`src/wkr_defines.svh`:
```
// constants for the watchdog and reset-key block
`ifndef WKR_DEFINES_SVH
`define WKR_DEFINES_SVH

// clock rates and delays in their own units
`define WKR_CLK_HZ          200000000
`define WKR_SLOW_RC_OSCILLATOR_HZ         32000
`define WKR_PWRON_MS        50
// derived cycle counts
`define WKR_SLOW_RC_OSCILLATOR_DIV        (`WKR_CLK_HZ / `WKR_SLOW_RC_OSCILLATOR_HZ)
`define WKR_PWRON_CYC       (`WKR_CLK_HZ / 1000 * `WKR_PWRON_MS)
// slow ticks seen after a bad key before the reset fires
`define WKR_KEY_DLY_TICKS   2'd3

// register word indices (byte address / 4) inside the 4 KB window
`define WKR_OFS_WDOG_CTRL   10'h000
`define WKR_OFS_RST_CAUSE   10'h001
`define WKR_OFS_RST_KEY     10'h002
`define WKR_OFS_STATUS      10'h003

// watchdog_control fields
`define WKR_ENKEY_MSB       7
`define WKR_ENKEY_LSB       3
`define WKR_PSEL_MSB        2
`define WKR_PSEL_LSB        0

// key values
`define WKR_ENKEY_OFF       5'h15
`define WKR_ENKEY_ON        5'h0a
`define WKR_RKEY_A          8'h55
`define WKR_RKEY_B          8'haa

// reset values
`define WKR_WDOG_CTRL_RST   8'h53
`define WKR_RST_KEY_RST     8'h55

// reset_cause_flags bit positions
`define WKR_BIT_ENKEY_FAULT 0
`define WKR_BIT_VKEY_FAULT  1
`define WKR_BIT_BROWNOUT    2
`define WKR_BIT_CKEY_FAULT  3
// status bit positions
`define WKR_BIT_TIMEOUT     0
`define WKR_BIT_PDOWN       1

// watchdog counter width, enough for the longest period
`define WKR_WDOG_W          18

`endif

```
`src/wkr_pkg.sv`:
```
// types shared by the watchdog and reset-key block
package wkr_pkg;

  // reset sequencer states
  typedef enum logic {
    WKR_RUN  = 1'b0,
    WKR_HOLD = 1'b1
  } wkr_rst_state_t;

  // register selected by a bus address
  typedef enum logic [2:0] {
    WKR_SEL_NONE  = 3'b000,
    WKR_SEL_CTRL  = 3'b001,
    WKR_SEL_CAUSE = 3'b010,
    WKR_SEL_KEY   = 3'b011,
    WKR_SEL_STAT  = 3'b100
  } wkr_reg_sel_t;

endpackage

```
`src/wkr_watchdog_reset.sv`:
```
// watchdog timer with key-protected control and reset-cause flags
//
// Behaviour
// watchdog counts slow 32 kHz ticks, dividing by 2^8 to 2^18
// period_select codes 000..111 give 2^8,10,12,14,15,16,17,18 ticks
// enable key 10101B stops the watchdog, 01010B runs it
// any other enable key resets the device after 2 to 3 slow ticks
// bad enable key sets cause bit 0; power-on or software writing 0 clears
// power-on control value is 0x53: watchdog on, period code 011
// overflow in normal mode: full reset and timeout flag set
// overflow in sleep or idle: timeout flag, clear only PC and SP
// count cleared by bad-key reset, clear instruction or halt
// reset key 0x55 or 0xaa does nothing, else reset after 2-3 ticks
// reset key register powers up as 0x55
// bad reset key sets cause bit 3
// cause bits 7 to 4 read as zero
// power-on reset forces program counter to zero
// power-on reset sets port data and control registers to ones
// reset is released only after a 50 ms power-on delay
// brownout indication causes a full reset
// halt clears the count; it resumes only if enabled
// halt sets power-down flag; power-up or clear instruction clears it
// free-running tick counter overflows at selected count, clear zeros it
//
// The register offsets and the AHB-Lite slave port were decided locally.
`timescale 1ns/1ps
`default_nettype none
`include "wkr_defines.svh"

module wkr_watchdog_reset
  import wkr_pkg::*;
#(
  parameter int unsigned SLOW_RC_OSCILLATOR_DIV  = `WKR_SLOW_RC_OSCILLATOR_DIV,
  parameter int unsigned PWRON_CYC = `WKR_PWRON_CYC
) (
  input  wire logic        ref_clk,       // 200 MHz system clock
  input  wire logic        nrst,          // power-on reset, async
  input  wire logic        hsel,          // ahb slave select
  input  wire logic [31:0] haddr,         // ahb address
  input  wire logic [1:0]  htrans,        // ahb transfer type
  input  wire logic        hwrite,        // ahb write
  input  wire logic [2:0]  hsize,         // ahb size, word only
  input  wire logic [31:0] hwdata,        // ahb write data
  input  wire logic        hready,        // ahb bus ready
  output logic             hreadyout,     // ahb slave ready
  output logic             hresp,         // ahb response, always okay
  output logic [31:0]      hrdata,        // ahb read data
  input  wire logic        clear_watchdog_instruction_instr, // clear instruction pulse
  input  wire logic        halt_instr,    // halt instruction pulse
  input  wire logic        sleep_mode,    // cpu in sleep or idle
  input  wire logic        brownout_det,  // supply below threshold
  output logic             sys_rst_n,     // full device reset, low
  output logic             por_init,      // pc to zero, ports to ones
  output logic             pc_sp_clr      // clear pc and sp only
);

  localparam int DIV_W  = $clog2(SLOW_RC_OSCILLATOR_DIV);
  localparam int HOLD_W = $clog2(PWRON_CYC + 1);
  localparam logic [DIV_W-1:0]  DIV_LAST  = DIV_W'(SLOW_RC_OSCILLATOR_DIV - 1);
  localparam logic [HOLD_W-1:0] HOLD_LAST = HOLD_W'(PWRON_CYC - 1);

  // bus address to register select
  function automatic wkr_reg_sel_t reg_decode(input logic [9:0] idx);
    wkr_reg_sel_t sel;
    sel = WKR_SEL_NONE;
    if (idx == `WKR_OFS_WDOG_CTRL) begin
      sel = WKR_SEL_CTRL;
    end else if (idx == `WKR_OFS_RST_CAUSE) begin
      sel = WKR_SEL_CAUSE;
    end else if (idx == `WKR_OFS_RST_KEY) begin
      sel = WKR_SEL_KEY;
    end else if (idx == `WKR_OFS_STATUS) begin
      sel = WKR_SEL_STAT;
    end
    return sel;
  endfunction

  // last count of the selected watchdog period
  // period table
  function automatic logic [`WKR_WDOG_W-1:0] period_last(
    input logic [2:0] psel
  );
    logic [`WKR_WDOG_W-1:0] last;
    last = '0;
    case (psel)
      3'h0: last = 18'h000ff;
      3'h1: last = 18'h003ff;
      3'h2: last = 18'h00fff;
      3'h3: last = 18'h03fff;
      3'h4: last = 18'h07fff;
      3'h5: last = 18'h0ffff;
      3'h6: last = 18'h1ffff;
      default: last = 18'h3ffff;
    endcase
    return last;
  endfunction

  wkr_rst_state_t          rst_state_reg;
  logic [HOLD_W-1:0]       hold_cnt_reg;
  logic [DIV_W-1:0]        div_cnt_reg;
  logic                    slow_tick_reg;
  logic [7:0]              wdog_ctrl_reg;
  logic [7:0]              rst_key_reg;
  logic [3:0]              cause_reg;
  logic [3:0]              cause_next;
  logic                    timeout_reg;
  logic                    pdown_reg;
  logic [`WKR_WDOG_W-1:0]  wdog_cnt_reg;
  logic                    pc_sp_clr_reg;
  logic                    ap_write_reg;
  wkr_reg_sel_t            ap_sel_reg;
  logic [31:0]             hrdata_reg;
  logic                    accept;
  logic                    holding;
  logic [4:0]              en_key;
  logic                    wdog_en;
  logic                    ovf;
  logic                    full_rst_req;
  logic [1:0]              key_bad;
  logic [1:0]              key_fire;
  logic [1:0]              key_cnt_reg [2];
  logic [7:0]              rd_val;

  assign holding = (rst_state_reg == WKR_HOLD);
  assign en_key  = wdog_ctrl_reg[`WKR_ENKEY_MSB:`WKR_ENKEY_LSB];
  // key enables
  assign wdog_en = (en_key == `WKR_ENKEY_ON);

  // slow tick divider
  // one-cycle enable stands in for the slow oscillator edge
  always_ff @(posedge ref_clk or negedge nrst) begin
    if (!nrst) begin
      div_cnt_reg   <= '0;
      slow_tick_reg <= 1'b0;
    end else if (div_cnt_reg == DIV_LAST) begin
      div_cnt_reg   <= '0;
      slow_tick_reg <= 1'b1;
    end else begin
      div_cnt_reg   <= div_cnt_reg + 1'b1;
      slow_tick_reg <= 1'b0;
    end
  end

  // bad key detection for the enable key and the reset key
  // invalid enable key
  assign key_bad[0] = (en_key != `WKR_ENKEY_ON) &&
                      (en_key != `WKR_ENKEY_OFF);
  // invalid reset key
  assign key_bad[1] = (rst_key_reg != `WKR_RKEY_A) &&
                      (rst_key_reg != `WKR_RKEY_B);

  // per-key delay counter; the third tick lands 2 to 3 periods later
  genvar gi;
  generate
    for (gi = 0; gi < 2; gi++) begin : g_key
      // delayed key reset
      assign key_fire[gi] = key_bad[gi] && !holding && slow_tick_reg &&
                            (key_cnt_reg[gi] == `WKR_KEY_DLY_TICKS - 2'd1);
      always_ff @(posedge ref_clk or negedge nrst) begin
        if (!nrst) begin
          key_cnt_reg[gi] <= 2'h0;
        end else if (!key_bad[gi] || holding) begin
          key_cnt_reg[gi] <= 2'h0;
        end else if (slow_tick_reg &&
                     key_cnt_reg[gi] != `WKR_KEY_DLY_TICKS) begin
          key_cnt_reg[gi] <= key_cnt_reg[gi] + 2'h1;
        end
      end
    end
  endgenerate

  // overflow at selected count
  // >= guards against a period shortened while counting past it
  assign ovf = wdog_en && slow_tick_reg && !holding &&
               (wdog_cnt_reg >= period_last(
                  wdog_ctrl_reg[`WKR_PSEL_MSB:`WKR_PSEL_LSB]));

  // normal overflow resets; brownout resets
  assign full_rst_req = brownout_det || (|key_fire) ||
                        (ovf && !sleep_mode);

  // reset sequencer: each cause restarts the power-on delay
  // power-on delay hold
  always_ff @(posedge ref_clk or negedge nrst) begin
    if (!nrst) begin
      rst_state_reg <= WKR_HOLD;
      hold_cnt_reg  <= '0;
    end else if (full_rst_req) begin
      rst_state_reg <= WKR_HOLD;
      hold_cnt_reg  <= '0;
    end else begin
      case (rst_state_reg)
        WKR_HOLD: begin
          if (hold_cnt_reg == HOLD_LAST) begin
            rst_state_reg <= WKR_RUN;
          end
          hold_cnt_reg <= hold_cnt_reg + 1'b1;
        end
        default: begin
          hold_cnt_reg <= '0;
        end
      endcase
    end
  end

  // pc zero; ports ones while held
  assign sys_rst_n = !holding;
  assign por_init  = holding;

  // count clears; halt clears and resumes if enabled
  always_ff @(posedge ref_clk or negedge nrst) begin
    if (!nrst) begin
      wdog_cnt_reg <= '0;
    end else if (holding || clear_watchdog_instruction_instr || halt_instr || ovf) begin
      wdog_cnt_reg <= '0;
    end else if (wdog_en && slow_tick_reg) begin
      wdog_cnt_reg <= wdog_cnt_reg + 1'b1;
    end
  end

  // sleep overflow clears only pc and sp
  always_ff @(posedge ref_clk or negedge nrst) begin
    if (!nrst) begin
      pc_sp_clr_reg <= 1'b0;
    end else begin
      pc_sp_clr_reg <= ovf && sleep_mode;
    end
  end
  assign pc_sp_clr = pc_sp_clr_reg;

  // timeout flag: the overflow wins over a same-cycle clear
  // timeout set; survives non-power-on resets
  always_ff @(posedge ref_clk or negedge nrst) begin
    if (!nrst) begin
      timeout_reg <= 1'b0;
    end else if (ovf) begin
      timeout_reg <= 1'b1;
    end else if (halt_instr || clear_watchdog_instruction_instr) begin
      timeout_reg <= 1'b0;
    end
  end

  // power-down flag
  always_ff @(posedge ref_clk or negedge nrst) begin
    if (!nrst) begin
      pdown_reg <= 1'b0;
    end else if (halt_instr) begin
      pdown_reg <= 1'b1;
    end else if (clear_watchdog_instruction_instr) begin
      pdown_reg <= 1'b0;
    end
  end

  // ahb address phase capture; zero wait states, always okay
  // hsize is not decoded: every register is one aligned word
  // bits above the 4 KB window are left to the bus decoder
  assign accept    = hsel && htrans[1] && hready;
  assign hreadyout = 1'b1;
  assign hresp     = 1'b0;
  assign hrdata    = hrdata_reg;

  // read mux for the address being accepted
  always_comb begin
    rd_val = 8'h00;
    case (reg_decode(haddr[11:2]))
      WKR_SEL_CTRL:  rd_val = wdog_ctrl_reg;
      // upper cause bits zero
      WKR_SEL_CAUSE: rd_val = {4'h0, cause_reg};
      WKR_SEL_KEY:   rd_val = rst_key_reg;
      WKR_SEL_STAT:  rd_val = {6'h00, pdown_reg, timeout_reg};
      default:       rd_val = 8'h00;
    endcase
  end

  // bus pipeline registers; read data is ready in the data phase
  always_ff @(posedge ref_clk or negedge nrst) begin
    if (!nrst) begin
      ap_write_reg <= 1'b0;
      ap_sel_reg   <= WKR_SEL_NONE;
      hrdata_reg   <= 32'h0000_0000;
    end else begin
      ap_write_reg <= accept && hwrite;
      ap_sel_reg   <= accept ? reg_decode(haddr[11:2]) : WKR_SEL_NONE;
      if (accept && !hwrite) begin
        hrdata_reg <= {24'h00_0000, rd_val};
      end
    end
  end

  // control register; reloads while held so a bad key cannot loop
  // power-on value 0x53
  always_ff @(posedge ref_clk or negedge nrst) begin
    if (!nrst) begin
      wdog_ctrl_reg <= `WKR_WDOG_CTRL_RST;
    end else if (holding) begin
      wdog_ctrl_reg <= `WKR_WDOG_CTRL_RST;
    end else if (ap_write_reg && ap_sel_reg == WKR_SEL_CTRL) begin
      wdog_ctrl_reg <= hwdata[7:0];
    end
  end

  // reset key power-on value
  // a bad value written here is caught by key_bad[1] on later ticks
  always_ff @(posedge ref_clk or negedge nrst) begin
    if (!nrst) begin
      rst_key_reg <= `WKR_RST_KEY_RST;
    end else if (holding) begin
      rst_key_reg <= `WKR_RST_KEY_RST;
    end else if (ap_write_reg && ap_sel_reg == WKR_SEL_KEY) begin
      rst_key_reg <= hwdata[7:0];
    end
  end

  // cause flags: software writes 0 to clear, hardware set wins
  always_comb begin
    cause_next = cause_reg;
    if (ap_write_reg && ap_sel_reg == WKR_SEL_CAUSE) begin
      cause_next = cause_reg & hwdata[3:0];
    end
    // enable key fault
    if (key_fire[0]) begin
      cause_next[`WKR_BIT_ENKEY_FAULT] = 1'b1;
    end
    // reset key fault
    if (key_fire[1]) begin
      cause_next[`WKR_BIT_CKEY_FAULT] = 1'b1;
    end
    // brownout flag
    if (brownout_det) begin
      cause_next[`WKR_BIT_BROWNOUT] = 1'b1;
    end
  end

  // flags kept across every reset except power-on
  always_ff @(posedge ref_clk or negedge nrst) begin
    if (!nrst) begin
      cause_reg <= 4'h0;
    end else begin
      cause_reg <= cause_next;
    end
  end

endmodule

`default_nettype wire

```
`config.mk`:
```
export PLATFORM = sky130hd
export DESIGN_NAME = wkr_watchdog_reset
export DESIGN_NICKNAME = d
export VERILOG_FILES = /design/src/wkr_pkg.sv /design/src/wkr_watchdog_reset.sv
export VERILOG_INCLUDE_DIRS = /design/src
export SDC_FILE = /design/constraint.sdc
export NUM_CORES = 1
export LEC_CHECK = 0
export BUFFER_PORTS_ARGS = -buffer_cell sky130_fd_sc_hd__buf_2
export CORE_MARGIN = 1.5
export CORE_UTILIZATION = 59
export CTS_BUF_LIST = sky130_fd_sc_hd__clkbuf_16
export CTS_CLUSTER_SIZE = 25
export DETAILED_ROUTE_END_ITERATION = 10
export PLACE_DENSITY_LB_ADDON = 0.2
export SLEW_MARGIN = 30
export SYNTH_ARGS = -nofsm -noshare
export SYNTH_HDL_FRONTEND = slang
export SYNTH_SLANG_ARGS = --single-unit
```
`constraint.sdc`:
```
create_clock -name ref_clk -period 5.4 [get_ports ref_clk]
set_input_delay 0.54 -clock ref_clk [delete_from_list [all_inputs] [get_ports ref_clk]]
set_output_delay 0.54 -clock ref_clk [all_outputs]
set_load 0.01 [all_outputs]
```
Yosys cells after proc, flatten, opt, wreduce, memory -nomap -nowiden. Index checks and enable logic that the tools add are counted. W data, S select, Z words.

Reductions and logical operators: 48. $add $sub $neg: 5. $lt $le $gt $ge: 1. Multiplexer cells: 32. Bitwise logic cells: 1. Equal/unequal tests: 27.

Operator list (count): $pmux W18 S7 (1); $mux W24 (2); $mux W18 (2); $mux W8 (4); $pmux W8 S4 (1); $add A24 B1 Y24 const B (1); $eq A24 B24 Y1 const B (1); $logic_and A1 B1 Y1 (22); $eq A10 B2 Y1 const B (2); $reduce_bool A2 Y1 (10); $add A18 B1 Y18 const B (1); $eq A3 B2 Y1 const B (6); $ge A18 B18 Y1 (1); $mux W3 (5); $add A13 B1 Y13 const B (1); $eq A13 B13 Y1 const B (1); $mux W13 (1); $eq A3 B3 Y1 const B (4); $mux W1 (11); $eq A10 B1 Y1 const B (1); $logic_not A10 Y1 (1); $eq A3 B1 Y1 const B (3); $logic_or A1 B1 Y1 (8); $mux W2 (4); other kinds (13) (20).

Word-level logic and storage cells: 133. Output and inout bits: 37. Bits in registers: 96. Bits of input ports: 78.

Longest topological paths before layout. Gate-level depths: netlist of run 1.

Word-level depth: 9. Depth in mapped cells: 9. Mapped depth without buffers: 7.

Worst setup path before layout of run 1. Ideal clock, no wire load.

Path kind: reg-to-reg. Start point: register wdog_ctrl_reg[2]. End point: register wdog_cnt_reg[1]. Arrival: 2.075 ns. Setup time: 0.122 ns. Required time: 5.278 ns. Path slack: 3.204 ns. Buffers on the path: 1. Period minus slack after synthesis: 2.196 ns. Cell stages (with the launch flop): 9. Cells stage by stage: dfrtp_1 > clkbuf_1 > o21ai_0 > ha_1 > nand2_1 > nor4_1 > a221oi_2 > or3_4 > a32o_1.

Longest elaborated chain between the ends: 6. Elaborated cells between the ends (all ways): 13. Classes of those cells: order compare: 1; eq/ne: 6; mux: 2; reduce/logical: 4.

Ends and longest elaborated chain: from (decl) (RTL line wkr_watchdog_reset.sv:102) `logic [7:0] wdog_ctrl_reg;`; from (signal assigned) (RTL line wkr_watchdog_reset.sv:294) `` wdog_ctrl_reg <= `WKR_WDOG_CTRL_RST; ``; from (signal assigned) (RTL line wkr_watchdog_reset.sv:296) `` wdog_ctrl_reg <= `WKR_WDOG_CTRL_RST; ``; from (signal assigned) (RTL line wkr_watchdog_reset.sv:298) `wdog_ctrl_reg <= hwdata[7:0];`; $eq A3 B3 Y1 (tied with other cells) (RTL line wkr_watchdog_reset.sv:85) `case (psel)`; $pmux W18 S7 * (RTL line wkr_watchdog_reset.sv:85); $ge A18 B18 Y1 * (RTL line wkr_watchdog_reset.sv:175) `(wdog_cnt_reg >= period_last(`; $logic_and A1 B1 Y1 * (RTL line wkr_watchdog_reset.sv:174) `assign ovf = wdog_en && slow_tick_reg && !holding &&`; $logic_or A1 B1 Y1 * (RTL line wkr_watchdog_reset.sv:214) `end else if (holding || clear_watchdog_instruction_instr || halt_instr || ovf) begin`; $mux W18 or $reduce_bool A2 Y1 (tied branches); to (signal assigned) (RTL line wkr_watchdog_reset.sv:217) `wdog_cnt_reg <= wdog_cnt_reg + 1'b1;`; to (decl) (RTL line wkr_watchdog_reset.sv:108) `` logic [`WKR_WDOG_W-1:0] wdog_cnt_reg; ``.

Mark *: on every way between the ends. The rest lies on a longest branch, timed or not. A chain may end at the register's enable or synchronous reset.

Final worst setup path of run 1.
Start point: register wdog_ctrl_reg[1]. End point: register wdog_cnt_reg[15].

Same word-level chain as after synthesis.

==> results.cfg, run 1 <==
[drt]
drt-total-wl_microns = 10100
drc_errors = 0
dr.pass1.iters = 4
vias = 3783
via_per_inst = 5.65
avgRoutedWirePerCell_microns = 15.1
ant_nets = 0
drt_iter0_drc = 159

[grt]
grt_max_degree = 62
overflow = 0
antenna_found_initial = 0
grt_use_total_pct = 23.4
grt_pass1_wl_microns = 16800
grt_pass1_vias = 3649

[cts]
cts_root_buf = clkbuf_16
clk_path_buf_depth = 2
cts_htree_levels = 3
clk_pin_slew_ns = 0.07
clk_latency_ns = 0.33
cts_tree = done
cts_resized = 0
numCtsBuffers = 9
clock_sinks = 96
cts-hold-fix-buffers = 0
post_cts_buffers = 0

[critical_path]
required_ns = 5.63
crit_type = reg2reg
critPathTopFamily = compound AO/OA/AOI/OAI gates
cp_max_fo = 13
worstPathArrival_ns = 2.84
critPathLaunchType = flop
cp.buffers_inverters = 0
slowest_delay_ns = 0.60
cp_cell_sequence = nand3_1 > ha_1 > nand2_1 > nor4_1 > a221oi_2 > o31ai_4 > o21ba_2
cp-end-kind = flop
slowest_stage = dfstp_2

[yosys]
yosys_warnings = 0
syn-cell-area_sq_mm = 0.00516
seq_area_frac_synth_pct = 46.8
synth_seq_cells = 96
synth_edf_count = 0
syn_inst = 527
async_flop_share_pct = 100
ys_types = 59
synth_ff_type = dfrtp_1
syn-mean-instance-area_sq_um = 9.79

[timing]
max_slew_margin_pct = 48.9
hold_violations = 0
fin_crit_sh_pct = 48.3
tns_ns = 0
fin_skew_ns = 0.00756
worst_slew_pin_slew_ns = 0.765
period_minus_slack_ns = 2.61
setup_violations = 0
max_clock_freq_mhz = 383
slew_violations = 0
rsz0062_at_grt = false

[layout]
ff_latch_area_sq_mm = 0.00241
antenna_cells = 0
drive_above_1_share_pct = 15.2
final_core_util_pct = 67.9
fin_nets = 656
multiInputGateArea_sq_mm = 0.00253
largest_reg_flops = 24
area_growth_pct = 9.85
fillerInstances = 656

[run]
drv_cap = 0

[die]
start_util_pct = 61.8
pin_count = 115
die_y_microns = 96.5
dieArea_sq_mm = 0.00931
fp-row-count = 33
core_area_sq_mm = 0.00834
die_w_microns = 96.5

[place]
port-buffer-count = 38
gp_congestion = 0.820
hpwl_microns = 7180

[outcome]
status = finished clean

[power_and_ir_drop]
pwr_density_cell_mw_per_mm2 = 265
vdd_drop_max_uv = 207
fin_total_pwr_w = 0.00150
p_leak_nw = 2.58

[worst_hold_path]
hold_class = in2async
-- final timing paths --
| kind | startpoint | end | slack [ns] | depth (start not counted) |
|---|---|---|---|---|
| worst max-delay path | wdog_ctrl_reg[1] | wdog_cnt_reg[15] | 2.79 | 7 |
| worst min-delay path | nrst | wdog_cnt_reg[14] | 0.15 | 1 |
| worst max register to register | wdog_ctrl_reg[1] | wdog_cnt_reg[15] | 2.79 | 7 |
| worst min register to register | hrdata[3] | hrdata[3] | 0.47 | 2 |
| max in group asynchronous | nrst | hold_cnt_reg[6] | 4.13 | 2 |
| min in group ref_clk | sleep_mode | por_init | 0.43 | 2 |
-- power breakdown --
group | switching [W] | internal [W] | leakage (nW)
combinational | 0.0000380 | 0.0000146 | 1.14
clock | 0.000272 | 0.000454 | 0.168
sequential | 0.00000256 | 0.000722 | 1.27
total | 0.000313 | 0.00119 | 2.58
-- stage by stage --
step / cell area (sq um) / setup slack [ns] / std cells / hold WS [ns]
after floorplan: 5250 / 3.20 / 551 / 0.244
after global routing: 5670 / 2.60 / 670 / 0.188
final: 5670 / 2.79 / 670 / 0.153
after CTS: 5660 / 2.48 / 670 / 0.164
after detailed placement: 5310 / 2.42 / 654 / 0.466
after global placement: 5310 / 2.63 / 654 / 0.456
-- final cells by class --
cell class              count  share of cell area [%]
well taps                 105                    2.32
multi-input cells         401                    44.6
flip-flops and latches     96                    42.6
clock inverters             7                    2.10
inverters                  13                   0.861
repair buffers             39                    3.53
clock buffers               9                    3.98
-- kinds of logic after synthesis --
family	synth area share [%]
AND/OR/NAND/NOR	24.4
adder cells (fa/ha/maj)	4.37
flip-flops	46.8
AO/OA/AOI/OAI	6.96
buffers and inverters	6.11
XOR/XNOR	7.47
multiplexers	3.78
other	0.146
-- cell usage in the layout, fill, tap and decap left out, types with 3 or more instances in the layout --
master / netlist / routed
dfstp_2: 9 / 9
xnor2_1: 14 / 14
a21oi_1: 19 / 19
mux2i_1: 15 / 15
or3_1: 5 / 5
dfrtp_1: 87 / 87
nand2b_1: 3 / 3
nor2b_1: 4 / 4
clkbuf_16: 0 / 9
a31oi_1: 4 / 4
nand2_1: 59 / 59
and4_1: 4 / 4
bufinv_16: 0 / 3
inv_1: 13 / 14
and3_1: 12 / 12
o21ai_0: 18 / 18
conb_1: 2 / 26
and2_1: 4 / 4
xor2_1: 30 / 30
ha_1: 18 / 18
nor3_1: 5 / 5
nand4_1: 18 / 18
buf_2: 3 / 37
nor4bb_1: 3 / 3
nor4_1: 5 / 5
nor2_1: 68 / 68
nand3_1: 28 / 28
-- layer usage --
metal | up-vias | routed length (microns) | global-route usage, %
met5 | - | 0 | 0
li1 | 1835 | - | -
met2 | 105 | 5000 | 39.2
met4 | 0 | 156 | 8.21
met3 | 17 | 449 | 4.46
met1 | 1826 | 4530 | 30.2
-- Yosys cell counts (4+ instances only) --
library cell | number | area share [%]
o21ai_0 | 18 | 1.7
a31oi_1 | 4 | 0.49
and2_1 | 4 | 0.49
nor3_1 | 5 | 0.49
xnor2_1 | 14 | 2.4
nor2_1 | 68 | 4.9
xor2_1 | 30 | 5.1
dfrtp_1 | 87 | 42
inv_1 | 13 | 0.95
nand2_1 | 59 | 4.3
and4_1 | 4 | 0.68
or3_1 | 5 | 0.61
a21oi_1 | 19 | 1.8
nor2b_1 | 4 | 0.49
buf_4 | 27 | 3.9
clkbuf_1 | 9 | 0.65
nor4_1 | 5 | 0.61
nand3_1 | 28 | 2.7
dfstp_2 | 9 | 4.6
and3_1 | 12 | 1.5
nand4_1 | 18 | 2.2
mux2i_1 | 15 | 2.9
ha_1 | 18 | 4.4
-- worst register-to-register path: stages (launching register included) --
cell      delay, ns
dfstp_2        0.60
nand3_1        0.10
ha_1           0.32
nand2_1        0.10
nor4_1         0.37
a221oi_2       0.20
o31ai_4        0.58
o21ba_2        0.24
Power figures use the tool's default switching activity.
==> inputs of run 2 (changes only) <==
--- a/config.mk
+++ b/config.mk
@@ -6,9 +6,10 @@
 export SDC_FILE = /design/constraint.sdc
 export NUM_CORES = 1
 export LEC_CHECK = 0
+export ABC_AREA = 1
 export BUFFER_PORTS_ARGS = -buffer_cell sky130_fd_sc_hd__buf_2
 export CORE_MARGIN = 1.5
-export CORE_UTILIZATION = 59
+export CORE_UTILIZATION = 51
 export CTS_BUF_LIST = sky130_fd_sc_hd__clkbuf_16
 export CTS_CLUSTER_SIZE = 25
 export DETAILED_ROUTE_END_ITERATION = 10
==> constraint.sdc (replaced) <==
create_clock -name ref_clk -period 2.2 [get_ports ref_clk]
set_input_delay 0.22 -clock ref_clk [delete_from_list [all_inputs] [get_ports ref_clk]]
set_output_delay 0.22 -clock ref_clk [all_outputs]
set_load 0.01 [all_outputs]
==> run 2 against run 1 <==
Synthesized cell count rose by 44%. Critical endpoint is now hold_cnt_reg[21]. Routed wire length rose by 18%. Largest cell class unchanged. Clock skew fell by 0.0013 ns. Power rose by 120%. Count of clock-buffer cells in the layout did not move. Worst hold slack got worse by 0.085 ns.
==> results.cfg, run 2 <==
[outcome]
status = finished clean

[grt]
grt_use_total_pct = 21.7
grt_max_degree = 45
antenna_found_initial = 0
overflow = 0
grt_pass1_vias = 4584
grt_pass1_wl_microns = 20600

[power_and_ir_drop]
power_frac_seq_pct = 53.4
p_leak_nw = 3.18
p_sw_share_pct = 23.0
clkPwrFrac_pct = 42.3
p_int_w = 0.00257
power_switching_w = 0.000766
power_frac_comb_pct = 4.3
vdd_drop_max_uv = 492
pwr_density_cell_mw_per_mm2 = 519

[timing]
fin_crit_sh_pct = 95.0
period_minus_slack_ns = 2.09
max_slew_margin_pct = 61.2
fin_skew_ns = 0.00630
setup_violations = 0
fin_ws_ns = 0.109
hold_violations = 0
max_clock_freq_mhz = 478
holdWs_ns = 0.0682
slew_violations = 0
worst_slew_pin_slew_ns = 0.582

[critical_path]
regToRegSetupSlack_ns = 0.11
critPathLaunchType = flop
slowest_stage = dfstp_2
required_ns = 2.43
worstPathArrival_ns = 2.33
crit_top_cell = nand2_1
crit_type = reg2reg
cp-end-kind = flop
slowest_delay_ns = 0.61
cp_cell_sequence = o21ai_1 > ha_1 > nand2_1 > nor2_2 > nand3_1 > nand2_1 > inv_1 > nand3_2 > nand3_4 > nand2_8 > nor2_1
cp_max_fo = 12

[layout]
final_core_util_pct = 58.5
fillerInstances = 1022
area_growth_pct = 10.2
antenna_cells = 0
fin_cells = 949
drive_above_1_share_pct = 15.5
layout_common_cells = nand2_1, inv_1, dfrtp_1
fin_nets = 900
mostFrequentLayoutCell = nand2_1
largest_reg_flops = 24

[yosys]
synth_ff_type = dfrtp_1
synth_edf_count = 0
synthTopCellsByArea = dfrtp_1, nand2_1, inv_1
synth_top_area_cell = dfrtp_1
synth.top_cell.area_share_pct = 37.3
synthAdderAreaFrac_pct = 3.86
muxShareOfSynthArea_pct = 0
synth_top_family_by_area = simple AND/OR/NAND/NOR gates
syn-mean-instance-area_sq_um = 7.67
yosysMostFrequentCell = nand2_1
syn-cell-area_sq_mm = 0.00583
yosys_warnings = 0
seq_area_frac_synth_pct = 41.4
synth_simple_gate_area_share_pct = 33.5
syn_inst = 760
synth-compound-area-share_pct = 5.97
async_flop_share_pct = 100
synth_seq_cells = 96
ys_types = 45
synthTopCellsByCount = nand2_1, inv_1, dfrtp_1
yosys.area_share.xor_xnor_pct = 3.31

[cts]
cts_root_buf = clkbuf_16
clk_pin_slew_ns = 0.06
cts_tree = done
clk_path_buf_depth = 2
clock_sinks = 96
numCtsBuffers = 9
cts_htree_levels = 3
clk_latency_ns = 0.34

[die]
pin_count = 115
die_w_microns = 110
core_area_sq_mm = 0.0110
start_util_pct = 53.1
dieArea_sq_mm = 0.0121
fp-row-count = 38
die_y_microns = 110

[drt]
vias = 4887
ant_nets = 0
drt-total-wl_microns = 12000
via_per_inst = 5.15
avgRoutedWirePerCell_microns = 12.6
drt_iter0_drc = 287
dr.pass1.iters = 5
drc_errors = 0

[worst_hold_path]
hold_class = in2reg

[place]
hpwl_microns = 8780
port-buffer-count = 38
dp_worst_setup_slack_ns = 0.0261
gp_congestion = 0.943
dp_cells = 929

[run]
drv_cap = 0
==> run 2: changes by cell type in the layout (fill, tap and decap cells not counted), moves of 16 or more <==
cell     change
inv_1       +89
nor2_1      +16
nand2_1    +104
nand3_1     +33
o21ai_0     +19
==> run 2: power groups by stage <==
stage                      logic, W  clock network [W]  registers (W)
final                      0.000142            0.00141        0.00178
after global routing       0.000165            0.00152        0.00178
after CTS                  0.000141            0.00145        0.00178
after detailed placement   0.000138                  0        0.00181
after global placement     0.000134                  0        0.00181
after floorplan           0.0000971                  0        0.00181
==> run 2: critical path: cells and delay by family, from the launching register on <==
family	cells	cell delay, ns
AOI/OAI and AO/OA	1	0.11
buffers and inverters	1	0.04
and+or+nand+nor	8	0.88
DFF	1	0.61
adders and majority gates	1	0.33
==> run 2: path summary, 6_finish.rpt <==
kind,cells past startpoint,to,startpoint
worst max-delay path,11,hold_cnt_reg[21],wdog_ctrl_reg[1]
worst min-delay path,2,pdown_reg,clear_watchdog_instruction_instr
worst max register to register,11,hold_cnt_reg[21],wdog_ctrl_reg[1]
worst min register to register,2,hrdata[3],hrdata[3]
max in group asynchronous,3,rst_key_reg[0],nrst
min in group asynchronous,2,wdog_cnt_reg[3],nrst
==> run 2: what timing repair did <==
| item | CTS | global route |
|---|---|---|
| buffers inserted | 0 | 2 |
| gates cloned | 0 | 1 |
| gates resized for setup | 1 | 10 |
| setup endpoints to repair | 13 | 43 |
| hold endpoints to repair | 26 | 0 |
| hold buffers | 1 | 0 |
| pin swaps | 0 | 5 |
==> run 2: cell type report <==
cell class	count	area [sq um]	share of cell area [%]
sequential	96	2410	37.6
inverter	110	413	6.43
clock inverter	7	38.8	0.604
multi-input combinational	541	2880	44.9
tap	140	175	2.73
clock buffer	9	225	3.51
timing repair buffer	46	272	4.23
==> run 2: per-stage QoR <==
stage                     TNS (ns)  area (sq um)  total power (W)
after floorplan                  0          5920          0.00191
after global placement           0          6060          0.00195
after detailed placement         0          6060          0.00195
after CTS                        0          6340          0.00337
after global routing        -0.129          6420          0.00347
final                            0          6420          0.00333
==> run 2: kinds of logic after synthesis <==
logic type / Yosys count
buffers and inverters: 148
other: 2
and+or+nand+nor: 414
xor gates and xnor gates: 22
DFF: 96
AOI/OAI and AO/OA: 60
adders and majority gates: 18
==> run 2: layer usage <==
metal  global-route usage, %  part of all wire (%)
met4                    7.70                   1.6
met2                    35.7                    47
met5                       0                     0
met3                    3.73                   4.5
met1                    28.8                    47
